### config.mk
export PLATFORM = sky130hd
export DESIGN_NAME = sdtc_host
export DESIGN_NICKNAME = d
export VERILOG_FILES = /design/src/sdtc_pkg.sv /design/src/sdtc_timer_if.sv /design/src/sdtc_host.sv /design/src/sdtc_timer.sv
export SDC_FILE = /design/constraint.sdc
export NUM_CORES = 1
export LEC_CHECK = 0
export BUFFER_PORTS_ARGS = -buffer_cell sky130_fd_sc_hd__buf_4
export CORE_MARGIN = 2
export CORE_UTILIZATION = 53
export DETAILED_ROUTE_END_ITERATION = 6
export GPL_ROUTABILITY_DRIVEN = 0
export MAX_ROUTING_LAYER = met4
export PLACE_DENSITY_LB_ADDON = 0.1
export SYNTH_ARGS = -nofsm -noshare
export SYNTH_HDL_FRONTEND = slang
export SYNTH_HIERARCHICAL = 1
export SYNTH_SLANG_ARGS = --single-unit
### constraint.sdc
create_clock -name pclk -period 4.05 [get_ports pclk]
set_input_delay 0.81 -clock pclk [delete_from_list [all_inputs] [get_ports pclk]]
set_output_delay 0.81 -clock pclk [all_outputs]
set_load 0.01 [all_outputs]
### src/sdtc_pkg.sv
// Package with constants for the SCSI data-transfer host controller.
package sdtc_pkg;
  // Own APB register map.
  localparam logic [7:0] SDTC_CTRL_OFS = 8'h00;
  localparam logic [7:0] SDTC_STAT_OFS = 8'h04;
  localparam logic [7:0] SDTC_WDATA_OFS = 8'h08;
  localparam logic [7:0] SDTC_RDATA_OFS = 8'h0C;
  localparam logic [7:0] SDTC_COUNT_OFS = 8'h10;
  // Control fields.
  localparam int SDTC_CTRL_GO = 0;
  localparam int SDTC_CTRL_DIR_RD = 1;
  localparam int SDTC_CTRL_BLOCK = 2;
  localparam int SDTC_CTRL_EOP_LAST = 3;
  localparam int SDTC_CTRL_ABORT = 4;
  // Status fields.
  localparam int SDTC_STAT_BUSY = 0;
  localparam int SDTC_STAT_DONE = 1;
  localparam int SDTC_STAT_DREQ = 2;
  localparam int SDTC_STAT_WFULL = 3;
  localparam int SDTC_STAT_RVALID = 4;
  // Timing at 40 MHz.
  localparam int SDTC_CLK_MHZ = 40;
  localparam int SDTC_STROBE_NS = 100;
  localparam int SDTC_EOP_NS = 100;
  localparam int SDTC_STROBE_CYC = (SDTC_STROBE_NS * SDTC_CLK_MHZ + 999) / 1000;
  localparam int SDTC_EOP_CYC = (SDTC_EOP_NS * SDTC_CLK_MHZ + 999) / 1000;
  localparam int SDTC_GAP_CYC = 2;
  localparam logic [7:0] SDTC_CTRL_RST = 8'h00;
  typedef enum logic [2:0]
  {
    SDTC_IDLE = 3'b000,
    SDTC_WAIT_REQ = 3'b001,
    SDTC_GRANT = 3'b010,
    SDTC_STROBE = 3'b011,
    SDTC_RELEASE = 3'b100,
    SDTC_GAP = 3'b101
  } sdtc_state_e;
endpackage

### src/sdtc_timer_if.sv
// Interface between the transfer sequencer and its cycle timer.
`timescale 1ns/10ps
`default_nettype none
interface sdtc_timer_if;
  logic load;
  logic [7:0] count;
  logic expired;
  modport master (output load, output count, input expired);
  modport timer (input load, input count, output expired);
endinterface
`default_nettype wire
### src/sdtc_host.sv
// DMA-side host controller driving the SCSI chip's byte handshake pins.
//
// Decided for this implementation: the address map and the APB slave port.
`timescale 1ns/10ps
`default_nettype none
module sdtc_host
(
  input wire logic pclk, // Clock, 40 MHz.
  input wire logic presetn, // Asynchronous reset, active low.
  input wire logic psel, // APB select.
  input wire logic penable, // APB enable.
  input wire logic pwrite, // APB direction.
  input wire logic [7:0] paddr, // APB byte address.
  input wire logic [31:0] pwdata, // APB write data.
  output logic [31:0] prdata, // APB read data.
  output logic pready, // APB ready.
  output logic pslverr, // APB error.
  input wire logic dma_request_out, // Request from the device.
  input wire logic dev_ready, // Ready output of the device.
  output logic dma_grant_in_n, // Grant to the device.
  output logic read_strobe_n, // Read strobe.
  output logic write_strobe_n, // Write strobe.
  output logic end_of_process_in_n, // End-of-process to the device.
  output logic chip_select_n, // Chip select, held inactive by this controller.
  input wire logic [7:0] data_in, // Data bus from the device.
  output logic [7:0] data_out, // Data bus to the device.
  output logic data_oe // Data bus output enable.
);
  import sdtc_pkg::*;
  sdtc_state_e state_reg;
  logic [7:0] ctrl_reg;
  logic [7:0] wdata_reg;
  logic wfull_reg;
  logic [7:0] rdata_reg;
  logic rvalid_reg;
  logic done_reg;
  logic [15:0] count_reg;
  logic wr_acc;
  logic rd_dir;
  logic last_byte;
  sdtc_timer_if tif();

  sdtc_timer u_timer
  (
    .pclk(pclk),
    .presetn(presetn),
    .tif(tif)
  );

  assign wr_acc = psel && penable && pwrite;
  assign pready = 1'b1;
  assign rd_dir = ctrl_reg[SDTC_CTRL_DIR_RD];
  assign last_byte = (count_reg == 16'h0001);
  // Grant access never uses chip select.
  assign chip_select_n = 1'b1;

  always_comb
  begin
    pslverr = 1'b0;
    prdata = 32'h0000_0000;
    if (psel && penable)
    begin
      case (paddr)
        SDTC_CTRL_OFS: prdata = {24'h00_0000, ctrl_reg};
        SDTC_STAT_OFS: prdata = {27'h000_0000, rvalid_reg, wfull_reg, dma_request_out, done_reg,
          state_reg != SDTC_IDLE};
        SDTC_WDATA_OFS: prdata = {24'h00_0000, wdata_reg};
        SDTC_RDATA_OFS: prdata = {24'h00_0000, rdata_reg};
        SDTC_COUNT_OFS: prdata = {16'h0000, count_reg};
        default: pslverr = 1'b1;
      endcase
    end
  end

  always_ff @(posedge pclk or negedge presetn)
  begin
    if (!presetn)
      ctrl_reg <= SDTC_CTRL_RST;
    else if (wr_acc && paddr == SDTC_CTRL_OFS)
      ctrl_reg <= pwdata[7:0];
    else if (state_reg == SDTC_GAP && count_reg == 16'h0000)
      ctrl_reg[SDTC_CTRL_GO] <= 1'b0;
    else if (ctrl_reg[SDTC_CTRL_ABORT] && state_reg == SDTC_IDLE)
      ctrl_reg[SDTC_CTRL_ABORT] <= 1'b0;
  end

  always_ff @(posedge pclk or negedge presetn)
  begin
    if (!presetn)
      count_reg <= 16'h0000;
    else if (wr_acc && paddr == SDTC_COUNT_OFS)
      count_reg <= pwdata[15:0];
    else if (state_reg == SDTC_STROBE && tif.expired && count_reg != 16'h0000)
      count_reg <= count_reg - 16'h0001;
  end

  // Write buffer: set by software, emptied by a write strobe; the set wins.
  always_ff @(posedge pclk or negedge presetn)
  begin
    if (!presetn)
    begin
      wdata_reg <= 8'h00;
      wfull_reg <= 1'b0;
    end
    else if (wr_acc && paddr == SDTC_WDATA_OFS)
    begin
      wdata_reg <= pwdata[7:0];
      wfull_reg <= 1'b1;
    end
    else if (state_reg == SDTC_STROBE && tif.expired && !rd_dir)
      wfull_reg <= 1'b0;
  end

  // Read byte kept until software reads it; a new byte wins over the read.
  always_ff @(posedge pclk or negedge presetn)
  begin
    if (!presetn)
    begin
      rdata_reg <= 8'h00;
      rvalid_reg <= 1'b0;
    end
    else if (state_reg == SDTC_STROBE && tif.expired && rd_dir)
    begin
      rdata_reg <= data_in;
      rvalid_reg <= 1'b1;
    end
    else if (psel && penable && !pwrite && paddr == SDTC_RDATA_OFS)
      rvalid_reg <= 1'b0;
  end

  always_ff @(posedge pclk or negedge presetn)
  begin
    if (!presetn)
      done_reg <= 1'b0;
    else if (state_reg == SDTC_GAP && count_reg == 16'h0000)
      done_reg <= 1'b1;
    else if (wr_acc && paddr == SDTC_STAT_OFS && pwdata[SDTC_STAT_DONE])
      done_reg <= 1'b0;
  end

  always_comb
  begin
    tif.load = 1'b0;
    tif.count = 8'h00;
    if (state_reg == SDTC_GRANT && (!ctrl_reg[SDTC_CTRL_BLOCK] || dev_ready)
      && (rd_dir ? !rvalid_reg : wfull_reg))
    begin
      tif.load = 1'b1;
      // The strobe flop lags the timer by one cycle, so the full count is loaded.
      tif.count = 8'(SDTC_STROBE_CYC);
    end
    else if (state_reg == SDTC_RELEASE)
    begin
      tif.load = 1'b1;
      tif.count = 8'(SDTC_GAP_CYC - 1);
    end
  end

  // Sequencer: normal mode waits for a request per byte; block mode holds grant.
  always_ff @(posedge pclk or negedge presetn)
  begin
    if (!presetn)
      state_reg <= SDTC_IDLE;
    else
    begin
      case (state_reg)
        SDTC_IDLE:
          if (ctrl_reg[SDTC_CTRL_GO] && !ctrl_reg[SDTC_CTRL_ABORT] && count_reg != 16'h0000)
            state_reg <= SDTC_WAIT_REQ;
        SDTC_WAIT_REQ:
          if (ctrl_reg[SDTC_CTRL_ABORT])
            state_reg <= SDTC_IDLE;
          else if (dma_request_out && (rd_dir ? !rvalid_reg : wfull_reg))
            state_reg <= SDTC_GRANT;
        SDTC_GRANT:
          if (tif.load)
            state_reg <= SDTC_STROBE;
        SDTC_STROBE:
          if (tif.expired)
            state_reg <= SDTC_RELEASE;
        SDTC_RELEASE:
          state_reg <= SDTC_GAP;
        SDTC_GAP:
          if (count_reg == 16'h0000)
            state_reg <= SDTC_IDLE;
          else if (tif.expired)
            state_reg <= ctrl_reg[SDTC_CTRL_BLOCK] ? SDTC_GRANT : SDTC_WAIT_REQ;
        default:
          state_reg <= SDTC_IDLE;
      endcase
    end
  end

  // Grant: held through a block, dropped after each byte otherwise, which cycles it.
  always_ff @(posedge pclk or negedge presetn)
  begin
    if (!presetn)
      dma_grant_in_n <= 1'b1;
    else if (state_reg == SDTC_GRANT || state_reg == SDTC_STROBE)
      dma_grant_in_n <= 1'b0;
    else if ((state_reg == SDTC_RELEASE || state_reg == SDTC_GAP) && ctrl_reg[SDTC_CTRL_BLOCK]
      && count_reg != 16'h0000)
      dma_grant_in_n <= 1'b0;
    else
      dma_grant_in_n <= 1'b1;
  end

  always_ff @(posedge pclk or negedge presetn)
  begin
    if (!presetn)
    begin
      read_strobe_n <= 1'b1;
      write_strobe_n <= 1'b1;
    end
    else
    begin
      read_strobe_n <= !(state_reg == SDTC_STROBE && rd_dir && !tif.expired);
      write_strobe_n <= !(state_reg == SDTC_STROBE && !rd_dir && !tif.expired);
    end
  end

  // End-of-process spans the whole strobe of the last byte, at least 100 ns.
  always_ff @(posedge pclk or negedge presetn)
  begin
    if (!presetn)
      end_of_process_in_n <= 1'b1;
    else
      end_of_process_in_n <= !(state_reg == SDTC_STROBE && !tif.expired && last_byte
        && ctrl_reg[SDTC_CTRL_EOP_LAST]);
  end

  always_ff @(posedge pclk or negedge presetn)
  begin
    if (!presetn)
    begin
      data_out <= 8'h00;
      data_oe <= 1'b0;
    end
    else
    begin
      data_out <= wdata_reg;
      data_oe <= (state_reg == SDTC_STROBE) && !rd_dir && !tif.expired;
    end
  end

  AST_NO_CS_WITH_GRANT: assert property (@(posedge pclk) disable iff (!presetn)
    !(!dma_grant_in_n && !chip_select_n)) else $error("Grant and chip select both active.");
  AST_STROBE_UNDER_GRANT: assert property (@(posedge pclk) disable iff (!presetn)
    (!read_strobe_n || !write_strobe_n) |-> !dma_grant_in_n) else $error("Strobe without grant.");
  AST_STROBE_WIDTH: assert property (@(posedge pclk) disable iff (!presetn)
    $fell(write_strobe_n) |-> !write_strobe_n [*4]) else $error("Write strobe too short.");
  AST_RD_STROBE_WIDTH: assert property (@(posedge pclk) disable iff (!presetn)
    $fell(read_strobe_n) |-> !read_strobe_n [*4]) else $error("Read strobe too short.");
  AST_EOP_WITH_STROBE: assert property (@(posedge pclk) disable iff (!presetn)
    !end_of_process_in_n |-> (!dma_grant_in_n && (!read_strobe_n || !write_strobe_n)))
    else $error("End-of-process outside a strobe.");
  AST_EOP_WIDTH: assert property (@(posedge pclk) disable iff (!presetn)
    $fell(end_of_process_in_n) |-> !end_of_process_in_n [*4]) else $error("End-of-process too short.");
  AST_NORMAL_GRANT_CYCLES: assert property (@(posedge pclk) disable iff (!presetn)
    ($rose(write_strobe_n) && !ctrl_reg[SDTC_CTRL_BLOCK]) |-> ##[1:3] dma_grant_in_n)
    else $error("Grant not released after byte.");
  AST_ONE_BYTE_PER_STROBE: assert property (@(posedge pclk) disable iff (!presetn)
    (state_reg == SDTC_STROBE && tif.expired && count_reg != 16'h0000 && !(wr_acc && paddr == SDTC_COUNT_OFS))
    |=> count_reg == $past(count_reg) - 16'h0001) else $error("Byte count slip.");
  AST_BLOCK_HOLDS_GRANT: assert property (@(posedge pclk) disable iff (!presetn)
    (ctrl_reg[SDTC_CTRL_BLOCK] && (state_reg == SDTC_RELEASE || state_reg == SDTC_GAP)
    && count_reg != 16'h0000 && !dma_grant_in_n) |=> !dma_grant_in_n) else $error("Block grant dropped.");
endmodule
`default_nettype wire

### src/sdtc_timer.sv
// Down-counting cycle timer that paces strobe and gap widths.
`timescale 1ns/10ps
`default_nettype none
module sdtc_timer
(
  input wire logic pclk, // Clock.
  input wire logic presetn, // Asynchronous reset, active low.
  sdtc_timer_if.timer tif // Load and expiry.
);
  logic [7:0] left_reg;
  always_ff @(posedge pclk or negedge presetn)
  begin
    if (!presetn)
      left_reg <= 8'h00;
    else if (tif.load)
      left_reg <= tif.count;
    else if (left_reg != 8'h00)
      left_reg <= left_reg - 8'h01;
  end
  assign tif.expired = (left_reg == 8'h00) && !tif.load;
endmodule
`default_nettype wire

Yosys cells after proc, flatten, opt, wreduce, memory -nomap -nowiden:

Index checks and enable logic that the tools add are counted.

* register bits: 67
* bits of input ports: 55

* add/subtract/negate cells: 2
* equality and inequality tests: 16
* mux-type cells: 35
* reductions and logical operators: 60

Operator list (count)
* $pmux W16 S5: 1
* $mux W16: 2
* $mux W32: 1
* $logic_and A1 B1 Y1: 30
* $mux W3: 8
* $mux W1: 19
* $pmux W3 S6: 1
* $eq A16 B1 Y1 const B: 1
* $eq A8 B4 Y1 const B: 2
* $logic_not A16 Y1: 1
* $logic_not A8 Y1: 2
* $mux W8: 2
* $reduce_bool A16 Y1: 1
* $sub A16 B1 Y16 const B: 1
* $reduce_bool A2 Y1: 7
* $logic_not A1 Y1: 10
* $eq A8 B3 Y1 const B: 1
* $eq A8 B5 Y1 const B: 1
* $reduce_bool A8 Y1: 1
* $sub A8 B1 Y8 const B: 1
* $eq A3 B2 Y1 const B: 2
* $eq A3 B3 Y1 const B: 2
* $ne A3 B3 Y1 const B: 2
* $reduce_and A5 Y1: 1
* 9 further kinds: 13

Longest topological paths before layout:

Gate-level depths: netlist of the first run.

* word-level depth: 12
* gate-level depth with buffers: 12
* depth with buffers taken out: 9

By module:

Netlist of the first run, hierarchy kept.

Modules (own cells, without submodules)
* sdtc_host: instances 1, cells an instance 356, area each 3482.1 um^2, seq. area each 1481.4 um^2
* sdtc_timer: instances 1, cells an instance 51, area each 485.5 um^2, seq. area each 200.2 um^2

Least setup slack after synthesis of the first run:

Ideal clock, no wire load.

* path type: input to register
* start point: in dev_ready
* end point: reg count_reg[5]
* arrival time: 2.932 ns
* required time: 3.968 ns
* slack: 1.036 ns
* stages on the path: 10
* buffers on the path: 2
* cells stage by stage: nand2b_1 > nand3_1 > o22ai_1 > clkbuf_1 > nor3_4 > and4b_1 > buf_1 > nand2_1 > or4_1 > a31oi_1

* cells in the longest elaborated chain, start to end: 9

RTL lines
* start: declaration: RTL line sdtc_host.sv:19 `input wire logic dev_ready,`
* $logic_or A1 B1 Y1: RTL line sdtc_host.sv:145 `if (state_reg == SDTC_GRANT && (!ctrl_reg[SDTC_CTRL_BLOCK] || dev_ready)`
* $logic_and A1 B1 Y1: RTL line sdtc_host.sv:145
* $logic_and A1 B1 Y1: RTL line sdtc_host.sv:146 `&& (rd_dir ? !rvalid_reg : wfull_reg))`
* $mux W1: RTL line sdtc_host.sv:145
* net tif.load: RTL line sdtc_timer_if.sv:5 `logic load;`
* $logic_not A1 Y1: RTL line sdtc_timer.sv:20 `assign tif.expired = (left_reg == 8'h00) && !tif.load;`
* $logic_and A1 B1 Y1: RTL line sdtc_timer.sv:20
* net tif.expired: RTL line sdtc_timer_if.sv:7 `logic expired;`
* $logic_and A1 B1 Y1 (2 in series): RTL line sdtc_host.sv:93 `else if (state_reg == SDTC_STROBE && tif.expired && count_reg != 16'h0000)`
* $reduce_bool A2 Y1 (no source line)
* end signal: assignment: RTL line sdtc_host.sv:92 `count_reg <= pwdata[15:0];`
* end signal: assignment: RTL line sdtc_host.sv:94 `count_reg <= count_reg - 16'h0001;`
* end: declaration: RTL line sdtc_host.sv:37 `logic [15:0] count_reg;`

The timed path passes the listed nets, and every way through them passes these cells.
A chain may end at the register's enable or synchronous reset.

Worst setup path after layout of the first run:

* start point: in paddr[3]
* end point: out prdata[0]

* cells in the longest elaborated chain, start to end: 3

RTL lines
* start: declaration: RTL line sdtc_host.sv:13 `input wire logic [7:0] paddr,`
* $eq A8 B5 Y1, or another cell as far along: RTL line sdtc_host.sv:63 `case (paddr)`
* $pmux W16 S5 *: RTL line sdtc_host.sv:63
* $mux W32 *: RTL line sdtc_host.sv:61 `if (psel && penable)`
* end: declaration: RTL line sdtc_host.sv:15 `output logic [31:0] prdata,`

Every way passes the cells marked *; elsewhere a longest branch is shown, timed or not.

==> reports/qor.json, run 1 <==
{
  "clock_network": {
    "count_of_hold_fix_buffers_inserted_at_cts": 0,
    "cts_tree": "done",
    "cts_made_buffers": 9,
    "tritoncts_num_sinks": 67,
    "ctsHtreeMaxLevel": 3,
    "clk_pin_slew_ns": 0.07,
    "setup_fix_buffers_added_after_clock_tree_synthesis": 0,
    "clkLatencyLatePin_ns": 0.35,
    "cts-resized-gates": 0,
    "cts_buffer_depth": 2,
    "cts-root-buf": "sky130_fd_sc_hd__clkbuf_8"
  },
  "global_routing": {
    "global_route.overflow_total": 0,
    "grt_max_degree": 68,
    "first_global_vias": 3165,
    "grt_pass1_wl_um": 15800,
    "grt_antenna_before_repair": 0,
    "grtUsageTotal": 0.248
  },
  "power": {
    "total_leakage_power_nw": 2.18,
    "fin_total_pwr_mw": 1.75,
    "power_density_nw_per_um2": 374,
    "ir_worst_vdd_uv": 212
  },
  "layout": {
    "insertedDiodeCount": 0,
    "largest_reg_flops": 16,
    "layout.cell_area.non_filler_um2": 4690,
    "multi_input_gate_area_in_the_final_layout_um2": 2070,
    "drive_gt1_frac": 0.286,
    "fillCellCount": 617,
    "finish.cell_count_without_fillers": 574,
    "layout-area-overhead-vs-synth_pct": 18.2,
    "register_area_um2": 1680,
    "num-nets-final": 529
  },
  "die": {
    "fp.dieH_um": 90.5,
    "placementRows": 31,
    "initial_utilization": 0.547,
    "core_um2": 7250,
    "die_w_um": 90.5,
    "boundaryPins": 103,
    "die_area_um2": 8190
  },
  "timing": {
    "relSlewSlack": 0.441,
    "layout_min_cycle_time_ns": 3.36,
    "finalSetupViolCount": 0,
    "final.hold.worst_slack_ns": 0.417,
    "rsz0062_at_grt": "false",
    "final_hold_viol_count": 0,
    "skew_ns": 0.0117,
    "slew_viol_final": 0,
    "tightestPinTransition_ns": 0.839,
    "clock.fmax_mhz": 298,
    "finalSetupTns_ns": 0,
    "fin_crit_sh": 0.829
  },
  "routing": {
    "drc_errors": 0,
    "detailedRoute.firstIterationViolations": 187,
    "drt_wl_total_um": 9340,
    "post_drt_wl_per_cell_um": 16.3,
    "drt_first_pass_iters": 5,
    "antenna_nets_post_route": 0,
    "viasPerCell": 5.68,
    "detailroute.via_count": 3263
  },
  "run_status": {
    "run_status": "finished, final reports clean"
  },
  "worst_setup_path": {
    "cp-start-kind": "input port",
    "worst-setup-path-type": "in -> out",
    "crit_slowest_cell": "sky130_fd_sc_hd__nor4b_4",
    "timing.critical_path.cells": "buf_4 -> nor4b_4 -> and2_0 -> o21bai_1 -> a21oi_1 -> buf_4",
    "critPathCaptureType": "primary output",
    "worst_ep_arrival_time_ns": 2.55,
    "r2r_slack_ns": 0.90,
    "timing.critical_path.mode_cell": "sky130_fd_sc_hd__buf_4",
    "timing.critical_path.required_ns": 3.24,
    "critPathBufInv": 2,
    "critical-path-top-delay-family": "simple AND/OR/NAND/NOR gates",
    "crit_path_max_fanout": 18,
    "max_stage_delay_ns": 0.49
  },
  "yosys": {
    "ys.flop_type": "sky130_fd_sc_hd__dfrtp_1",
    "synthesis.area_per_instance_um2": 9.75,
    "synth_largest_area_cell": "sky130_fd_sc_hd__dfrtp_1",
    "netlist_instances": 407,
    "postSynthRegisterBits": 67,
    "synth_top_area_frac": 0.397,
    "async_set_or_reset_flop_fraction_in_the_synthesized_netlist": 1.00,
    "synth_enable_flop_cells": 0,
    "synth.lib_cells_used.distinct": 64,
    "synth_seq_area_share": 0.424,
    "synth_area_um2": 3970,
    "yosysMostFrequentCell": "sky130_fd_sc_hd__dfrtp_1",
    "ys_top_cells_by_count": "sky130_fd_sc_hd__dfrtp_1 (63), sky130_fd_sc_hd__nor2_1 (30), sky130_fd_sc_hd__nand2_1 (28)",
    "synthTopCellsByArea": "sky130_fd_sc_hd__dfrtp_1 (40%), sky130_fd_sc_hd__mux2_2 (5.7%), sky130_fd_sc_hd__buf_4 (3.6%)",
    "synth_warnings": 6
  },
  "placed_design": {
    "place_area_um2": 4460,
    "placedCellCount": 558,
    "io_buffer_count": 68,
    "hpwlAfterDp_um": 6620
  },
  "run": {
    "maxCapViolCount": 0
  },
  "worst_hold_path": {
    "hp-class": "reg -> reg"
  }
}
## cells in the final DEF (no fill, tap or decap), types with 4 or more instances in the layout
master	instances
sky130_fd_sc_hd__nor2_1	30
sky130_fd_sc_hd__dfstp_2	4
sky130_fd_sc_hd__and3_1	5
sky130_fd_sc_hd__or4_1	9
sky130_fd_sc_hd__mux2_4	8
sky130_fd_sc_hd__buf_4	72
sky130_fd_sc_hd__o211ai_1	6
sky130_fd_sc_hd__o31ai_1	6
sky130_fd_sc_hd__and2_1	10
sky130_fd_sc_hd__nor3_1	12
sky130_fd_sc_hd__nor4_2	4
sky130_fd_sc_hd__a21oi_1	11
sky130_fd_sc_hd__inv_1	13
sky130_fd_sc_hd__a22oi_1	7
sky130_fd_sc_hd__ha_1	4
sky130_fd_sc_hd__dfrtp_1	63
sky130_fd_sc_hd__mux2_2	20
sky130_fd_sc_hd__nand4_1	8
sky130_fd_sc_hd__or3_1	9
sky130_fd_sc_hd__nand3_1	13
sky130_fd_sc_hd__o22a_1	5
sky130_fd_sc_hd__clkbuf_8	10
sky130_fd_sc_hd__conb_1	24
sky130_fd_sc_hd__a31oi_1	10
sky130_fd_sc_hd__o21ai_0	15
sky130_fd_sc_hd__nor4_1	5
sky130_fd_sc_hd__nand2_1	28
sky130_fd_sc_hd__mux2i_1	6
sky130_fd_sc_hd__nand2b_1	4
sky130_fd_sc_hd__or2_2	5
## per-stage QoR
stage / worst slack (ns) / utilization
CTS: 0.705 / 0.647
global route: 0.510 / 0.647
floorplan: 1.04 / -
global placement: 0.761 / 0.615
detailed placement: 0.711 / 0.615
finish: 0.692 / 0.647
## path summary, 6_finish.rpt
| kind | from | end | cells past startpoint |
|---|---|---|---|
| hold reg to reg | wdata_reg[2]$_DFFE_PN0P_ | data_out[2]$_DFF_PN0_ | 0 |
| min in group asynchronous | presetn | rdata_reg[2]$_DFFE_PN0P_ | 1 |
| setup / recovery | paddr[3] | prdata[0] | 6 |
| setup reg to reg | ctrl_reg[1]$_DFFE_PN0P_ | count_reg[15]$_DFFE_PN0P_ | 9 |
| max in group asynchronous | presetn | count_reg[1]$_DFFE_PN0P_ | 1 |
| hold / removal | wdata_reg[2]$_DFFE_PN0P_ | data_out[2]$_DFF_PN0_ | 0 |
## area by class of cell
cell class,count,share of cell area
clock buffers,10,0.0293
clock inverters,6,0.0189
inverters,13,0.0104
multi-input cells,307,0.441
flip-flops and latches,67,0.358
well taps,99,0.0264
repair buffers,72,0.115
## power breakdown
group          internal [mW]  switching, mW  leakage [nW]
combinational          0.147          0.185          1.18
sequential             0.724         0.0625         0.886
clock                  0.363          0.271         0.108
## layer usage
layer  vias up  part of all wire  global-route usage
li1       1577                 -                   -
met2       104              0.48               0.376
met1      1572              0.45               0.338
met3        10             0.056              0.0476
met4         0             0.012              0.0756
met5         -                 0                   -
## logic make-up after synthesis
group                    after synthesis  synth area share
flip-flops                            67             0.424
XOR/XNOR                               5            0.0110
buffers and inverters                 55            0.0754
adder cells (fa/ha/maj)                4            0.0126
multiplexers                          34             0.102
AO/OA/AOI/OAI                         77             0.131
other                                  2           0.00189
AND/OR/NAND/NOR                      163             0.243
## worst reg2reg max path: stages, from the launching register on
cell	delay, ns
sky130_fd_sc_hd__dfrtp_1	0.48
sky130_fd_sc_hd__or2_2	0.34
sky130_fd_sc_hd__and2_1	0.16
sky130_fd_sc_hd__nand3_1	0.11
sky130_fd_sc_hd__o22ai_1	0.15
sky130_fd_sc_hd__nor3_4	0.22
sky130_fd_sc_hd__and4b_1	0.59
sky130_fd_sc_hd__nand4_1	0.37
sky130_fd_sc_hd__or4b_1	0.55
sky130_fd_sc_hd__nand4_1	0.10
Power figures use the tool's default switching activity.
==> inputs of run 2 (changes only) <==
- CORE_UTILIZATION: 53 -> 48
- clock period: 4.05 -> 2.8 ns (I/O delays scaled with it)
==> reports/qor.json, run 2 (synthesis gave the netlist of run 1 again) <==
{
  "timing": {
    "layout_min_cycle_time_ns": 2.71,
    "relSlewSlack": 0.439,
    "clock.fmax_mhz": 368,
    "tightestPinTransition_ns": 0.841,
    "slew_viol_final": 0,
    "finalSetupViolCount": 0,
    "fin_crit_sh": 0.969,
    "final_hold_viol_count": 0,
    "finalSetupTns_ns": 0,
    "skew_ns": 0.00597
  },
  "worst_setup_path": {
    "worst_ep_arrival_time_ns": 2.15,
    "timing.critical_path.required_ns": 2.24,
    "crit_slowest_cell": "sky130_fd_sc_hd__or4_4",
    "max_stage_delay_ns": 0.62,
    "timing.critical_path.mode_cell": "sky130_fd_sc_hd__buf_4",
    "timing.critical_path.cells": "buf_4 -> or4_4 -> or3_1 -> o22a_1 -> nor2_1 -> buf_4",
    "r2r_slack_ns": 0.13,
    "worst_r2r_path_depth": 8,
    "cp-start-kind": "input port",
    "critPathCaptureType": "primary output",
    "timing.critical_path.from": "paddr[1]",
    "critPathBufInv": 2,
    "worst-setup-path-type": "in -> out",
    "regToRegStartpoint": "u_timer/left_reg[0]$_DFFE_PN0N_",
    "crit_path_max_fanout": 10,
    "critical-path-top-delay-family": "simple AND/OR/NAND/NOR gates",
    "critical_path.reg2reg.endpoint": "count_reg[15]$_DFFE_PN0P_"
  },
  "global_routing": {
    "use_met3": 0.0479,
    "met1_use_gr": 0.320,
    "grtUsageTotal": 0.235,
    "layer_with_the_highest_usage": "met2",
    "grt_antenna_before_repair": 0,
    "met2_usage": 0.356,
    "first_global_vias": 3209,
    "global_route.overflow_total": 0,
    "grt_max_degree": 68,
    "grt_pass1_wl_um": 15800
  },
  "clock_network": {
    "clkLatencyLatePin_ns": 0.34,
    "clk_pin_slew_ns": 0.08,
    "ctsHtreeMaxLevel": 3,
    "count_of_hold_fix_buffers_inserted_at_cts": 0,
    "cts-root-buf": "sky130_fd_sc_hd__clkbuf_8",
    "cts_tree": "done",
    "cts_made_buffers": 9,
    "tritoncts_num_sinks": 67,
    "cts_buffer_depth": 2
  },
  "routing": {
    "antenna_nets_post_route": 0,
    "drt_wl_total_um": 9590,
    "post_drt_wl_per_cell_um": 16.1,
    "viasPerCell": 5.60,
    "drc_errors": 0,
    "detailedRoute.firstIterationViolations": 153,
    "drt_first_pass_iters": 4,
    "detailroute.via_count": 3335
  },
  "die": {
    "fp.dieH_um": 94.9,
    "die_area_um2": 9010,
    "placementRows": 33,
    "die_w_um": 94.9,
    "initial_utilization": 0.490,
    "core_um2": 8090,
    "boundaryPins": 103
  },
  "power": {
    "ir_worst_vdd_uv": 208,
    "total_leakage_power_nw": 2.25,
    "power_density_nw_per_um2": 513
  },
  "placed_design": {
    "io_buffer_count": 68,
    "placedCellCount": 578,
    "hpwlAfterDp_um": 6900,
    "place_area_um2": 4580
  },
  "layout": {
    "multi_input_gate_area_in_the_final_layout_um2": 2070,
    "drive_gt1_frac": 0.314,
    "fillCellCount": 737,
    "layout-area-overhead-vs-synth_pct": 20.9,
    "most-common-layout-cells": "sky130_fd_sc_hd__buf_4 (88), sky130_fd_sc_hd__dfrtp_1 (63), sky130_fd_sc_hd__nor2_1 (30)",
    "layout.cell_area.non_filler_um2": 4800,
    "insertedDiodeCount": 0,
    "num-nets-final": 545,
    "finish.cell_count_without_fillers": 596,
    "layout.cells.most_common": "sky130_fd_sc_hd__buf_4",
    "register_area_um2": 1680,
    "largest_reg_flops": 16
  },
  "run": {
    "maxCapViolCount": 0
  },
  "run_status": {
    "run_status": "finished, final reports clean"
  },
  "worst_hold_path": {
    "hp-class": "in -> async"
  }
}
## run 2: worst max path at each step
stage                                            to  slack [ns]  cells past startpoint
final                                     prdata[2]        0.09                      6
after global routing      count_reg[15]$_DFFE_PN0P_      -0.004                      8
after CTS                 count_reg[15]$_DFFE_PN0P_        0.03                      8
after detailed placement                  prdata[3]        0.09                      6
after global placement                    prdata[3]        0.12                      6
after floorplan            count_reg[5]$_DFFE_PN0P_        0.01                     12
## run 2: through the flow
step | hold slack [ns] | setup WS (ns) | power [mW] | utilization
after floorplan | 0.264 | 0.0128 | 1.50 | -
after global placement | 0.396 | 0.117 | 1.63 | 0.566
after detailed placement | 0.392 | 0.0874 | 1.65 | 0.566
after CTS | 0.351 | 0.0309 | 2.48 | 0.591
after global routing | 0.370 | -0.00410 | 2.62 | 0.593
final | 0.308 | 0.0858 | 2.46 | 0.593
## run 2: worst register-to-register path: stages, from the launching register on
cell and delay, ns:
sky130_fd_sc_hd__dfrtp_1 0.41, sky130_fd_sc_hd__inv_2 0.08, sky130_fd_sc_hd__ha_1 0.17, sky130_fd_sc_hd__or4b_4 0.48
sky130_fd_sc_hd__nor3_4 0.22, sky130_fd_sc_hd__and4b_2 0.33, sky130_fd_sc_hd__nand4_1 0.24, sky130_fd_sc_hd__or4b_1 0.57
sky130_fd_sc_hd__nand4_1 0.11
## run 2: power by group
group / internal [mW] / switching (mW) / total [mW]
clock: 0.435 / 0.397 / 0.832
sequential: 1.05 / 0.0765 / 1.12
combinational: 0.220 / 0.284 / 0.503
## run 2: layout make-up
cell class,instances,area share
Sequential cell,67,0.351
Clock buffer,10,0.0287
Timing Repair Buffer,88,0.138
Inverter,13,0.0102
Clock inverter,6,0.0136
Multi-Input combinational cell,307,0.432
Tap cell,105,0.0274
## run 2: what timing repair did
item / in CTS / in global routing
endpoints found under the hold margin: 0 / 0
endpoints found under the setup margin: 0 / 15
gates resized for setup: 0 / 2
setup buffers: 0 / 2
## run 2: per-layer routing
| layer | wire length (µm) | vias to the layer above |
|---|---|---|
| met5 | 0 | - |
| met4 | 119 | 0 |
| met3 | 483 | 11 |
| met2 | 4610 | 82 |
| met1 | 4380 | 1640 |
| li1 | - | 1602 |
==> inputs of run 3 (changes only) <==
- CORE_UTILIZATION: 48 -> 45
- REMOVE_ABC_BUFFERS: not set -> 1
==> reports/qor.json, run 3 (synthesis gave the netlist of run 1 again) <==
{
  "run_status": {
    "run_status": "finished, final reports clean"
  },
  "worst_setup_path": {
    "timing.critical_path.cells": "buf_4 -> or4_4 -> or3_1 -> o22a_1 -> nor2_1 -> buf_4",
    "worst_r2r_path_depth": 10,
    "timing.critical_path.depth": 6,
    "critPathCaptureType": "primary output",
    "timing.critical_path.required_ns": 2.24,
    "crit_slowest_cell": "sky130_fd_sc_hd__or4_4",
    "critical-path-top-delay-family": "simple AND/OR/NAND/NOR gates",
    "max_stage_delay_ns": 0.57,
    "worst-setup-path-type": "in -> out",
    "critPathBufInv": 2,
    "worst_ep_arrival_time_ns": 2.09,
    "crit_path_max_fanout": 5,
    "timing.critical_path.mode_cell": "sky130_fd_sc_hd__buf_4",
    "cp-start-kind": "input port"
  },
  "timing": {
    "final_hold_viol_count": 0,
    "tightestPinTransition_ns": 0.858,
    "skew_ns": 0.00920,
    "clock.fmax_mhz": 377,
    "layout_min_cycle_time_ns": 2.65,
    "fin_crit_sh": 0.947,
    "finalSetupViolCount": 0,
    "rsz0062_at_grt": "false",
    "finalSetupTns_ns": 0,
    "final.hold.worst_slack_ns": 0.334,
    "slew_viol_final": 0,
    "relSlewSlack": 0.428,
    "finalWorstSetupSlack_ns": 0.148
  },
  "clock_network": {
    "clkLatencyLatePin_ns": 0.34,
    "cts_buffer_depth": 2,
    "count_of_hold_fix_buffers_inserted_at_cts": 0,
    "tritoncts_num_sinks": 67,
    "clk_pin_slew_ns": 0.07,
    "cts_made_buffers": 9,
    "cts_tree": "done",
    "cts-root-buf": "sky130_fd_sc_hd__clkbuf_8",
    "ctsHtreeMaxLevel": 3
  },
  "global_routing": {
    "use_met3": 0.0258,
    "grtUsageTotal": 0.217,
    "grt_pass1_wl_um": 16200,
    "grt_max_degree": 68,
    "global_route.overflow_total": 0,
    "met1_use_gr": 0.292,
    "grt_antenna_before_repair": 0,
    "first_global_vias": 3210,
    "layer_with_the_highest_usage": "met2",
    "met2_usage": 0.347
  },
  "routing": {
    "antenna_nets_post_route": 0,
    "detailedRoute.firstIterationViolations": 132,
    "detailroute.via_count": 3310,
    "drt_first_pass_iters": 4,
    "post_drt_wl_per_cell_um": 16.5,
    "viasPerCell": 5.56,
    "drt_wl_total_um": 9840,
    "drc_errors": 0
  },
  "worst_hold_path": {
    "hp-class": "in -> async"
  },
  "layout": {
    "most-common-layout-cells": "sky130_fd_sc_hd__buf_4 (85), sky130_fd_sc_hd__dfrtp_1 (63), sky130_fd_sc_hd__nor2_1 (30)",
    "num-nets-final": 542,
    "fin_util": 0.552,
    "largest_reg_flops": 16,
    "finish.cell_count_without_fillers": 595,
    "drive_gt1_frac": 0.304,
    "layout.cells.most_common": "sky130_fd_sc_hd__buf_4",
    "insertedDiodeCount": 0,
    "layout-area-overhead-vs-synth_pct": 20.2
  },
  "placed_design": {
    "pre_cts_ws_ns": 0.112,
    "placedCellCount": 579,
    "io_buffer_count": 68,
    "hpwlAfterDp_um": 7100
  },
  "power": {
    "ir_worst_vdd_uv": 233,
    "total_leakage_power_nw": 2.23,
    "power_density_nw_per_um2": 514
  },
  "die": {
    "placementRows": 34,
    "die_w_um": 97.9,
    "core_um2": 8640,
    "boundaryPins": 103,
    "fp.dieH_um": 97.9,
    "die_area_um2": 9580,
    "initial_utilization": 0.459
  },
  "run": {
    "maxCapViolCount": 0
  }
}
run 3: what timing repair did:
| action | CTS | global route |
|---|---|---|
| setup buffers | 0 | 1 |
| endpoints found under the setup margin | 0 | 6 |
| resized for setup | 0 | 2 |
run 3: metal layers:
metal  up-vias  wire length [µm]
met5         -                 0
met2        69              4800
met1      1630              4580
met4         0               112
li1       1602                 -
met3         9               344
run 3: final timing paths:
path / startpoint / end / slack, ns
hold reg to reg: wdata_reg[5]$_DFFE_PN0P_ / data_out[5]$_DFF_PN0_ / 0.41
setup / recovery: paddr[1] / prdata[3] / 0.15
hold / removal: presetn / rdata_reg[2]$_DFFE_PN0P_ / 0.33
setup reg to reg: wfull_reg$_DFFE_PN0P_ / count_reg[13]$_DFFE_PN0P_ / 0.15
max in group asynchronous: presetn / count_reg[6]$_DFFE_PN0P_ / 1.91
min in group pclk: wdata_reg[5]$_DFFE_PN0P_ / data_out[5]$_DFF_PN0_ / 0.41
run 3: worst register-to-register path, delay by kind of cell (launching register included):
kind | cells | cell delay, ns
and+or+nand+nor | 8 | 1.86
DFF | 1 | 0.39
buffers and inverters | 1 | 0.20
AOI/OAI and AO/OA | 1 | 0.14
run 3: per-stage QoR:
step           power (mW)  cell area, µm²
3_5_place_dp         1.65            4570
4_1_cts              2.47            4760
2_1_floorplan        1.46            3800
6_report             2.45            4770
3_3_place_gp         1.63            4570
5_1_grt              2.59            4770
run 3: layout make-up:
cell class              count  area, µm²
well taps                 108        135
clock inverters             2       35.0
repair buffers             85        638
clock buffers              13        159
flip-flops and latches     67       1680
multi-input cells         307       2070
fillers                   815       3860
inverters                  13       48.8
run 3: power by group:
part           leakage [nW]  switching [mW]  internal, mW
logic                  1.25           0.289         0.221
clock network        0.0995           0.365         0.455
registers             0.886          0.0746          1.05
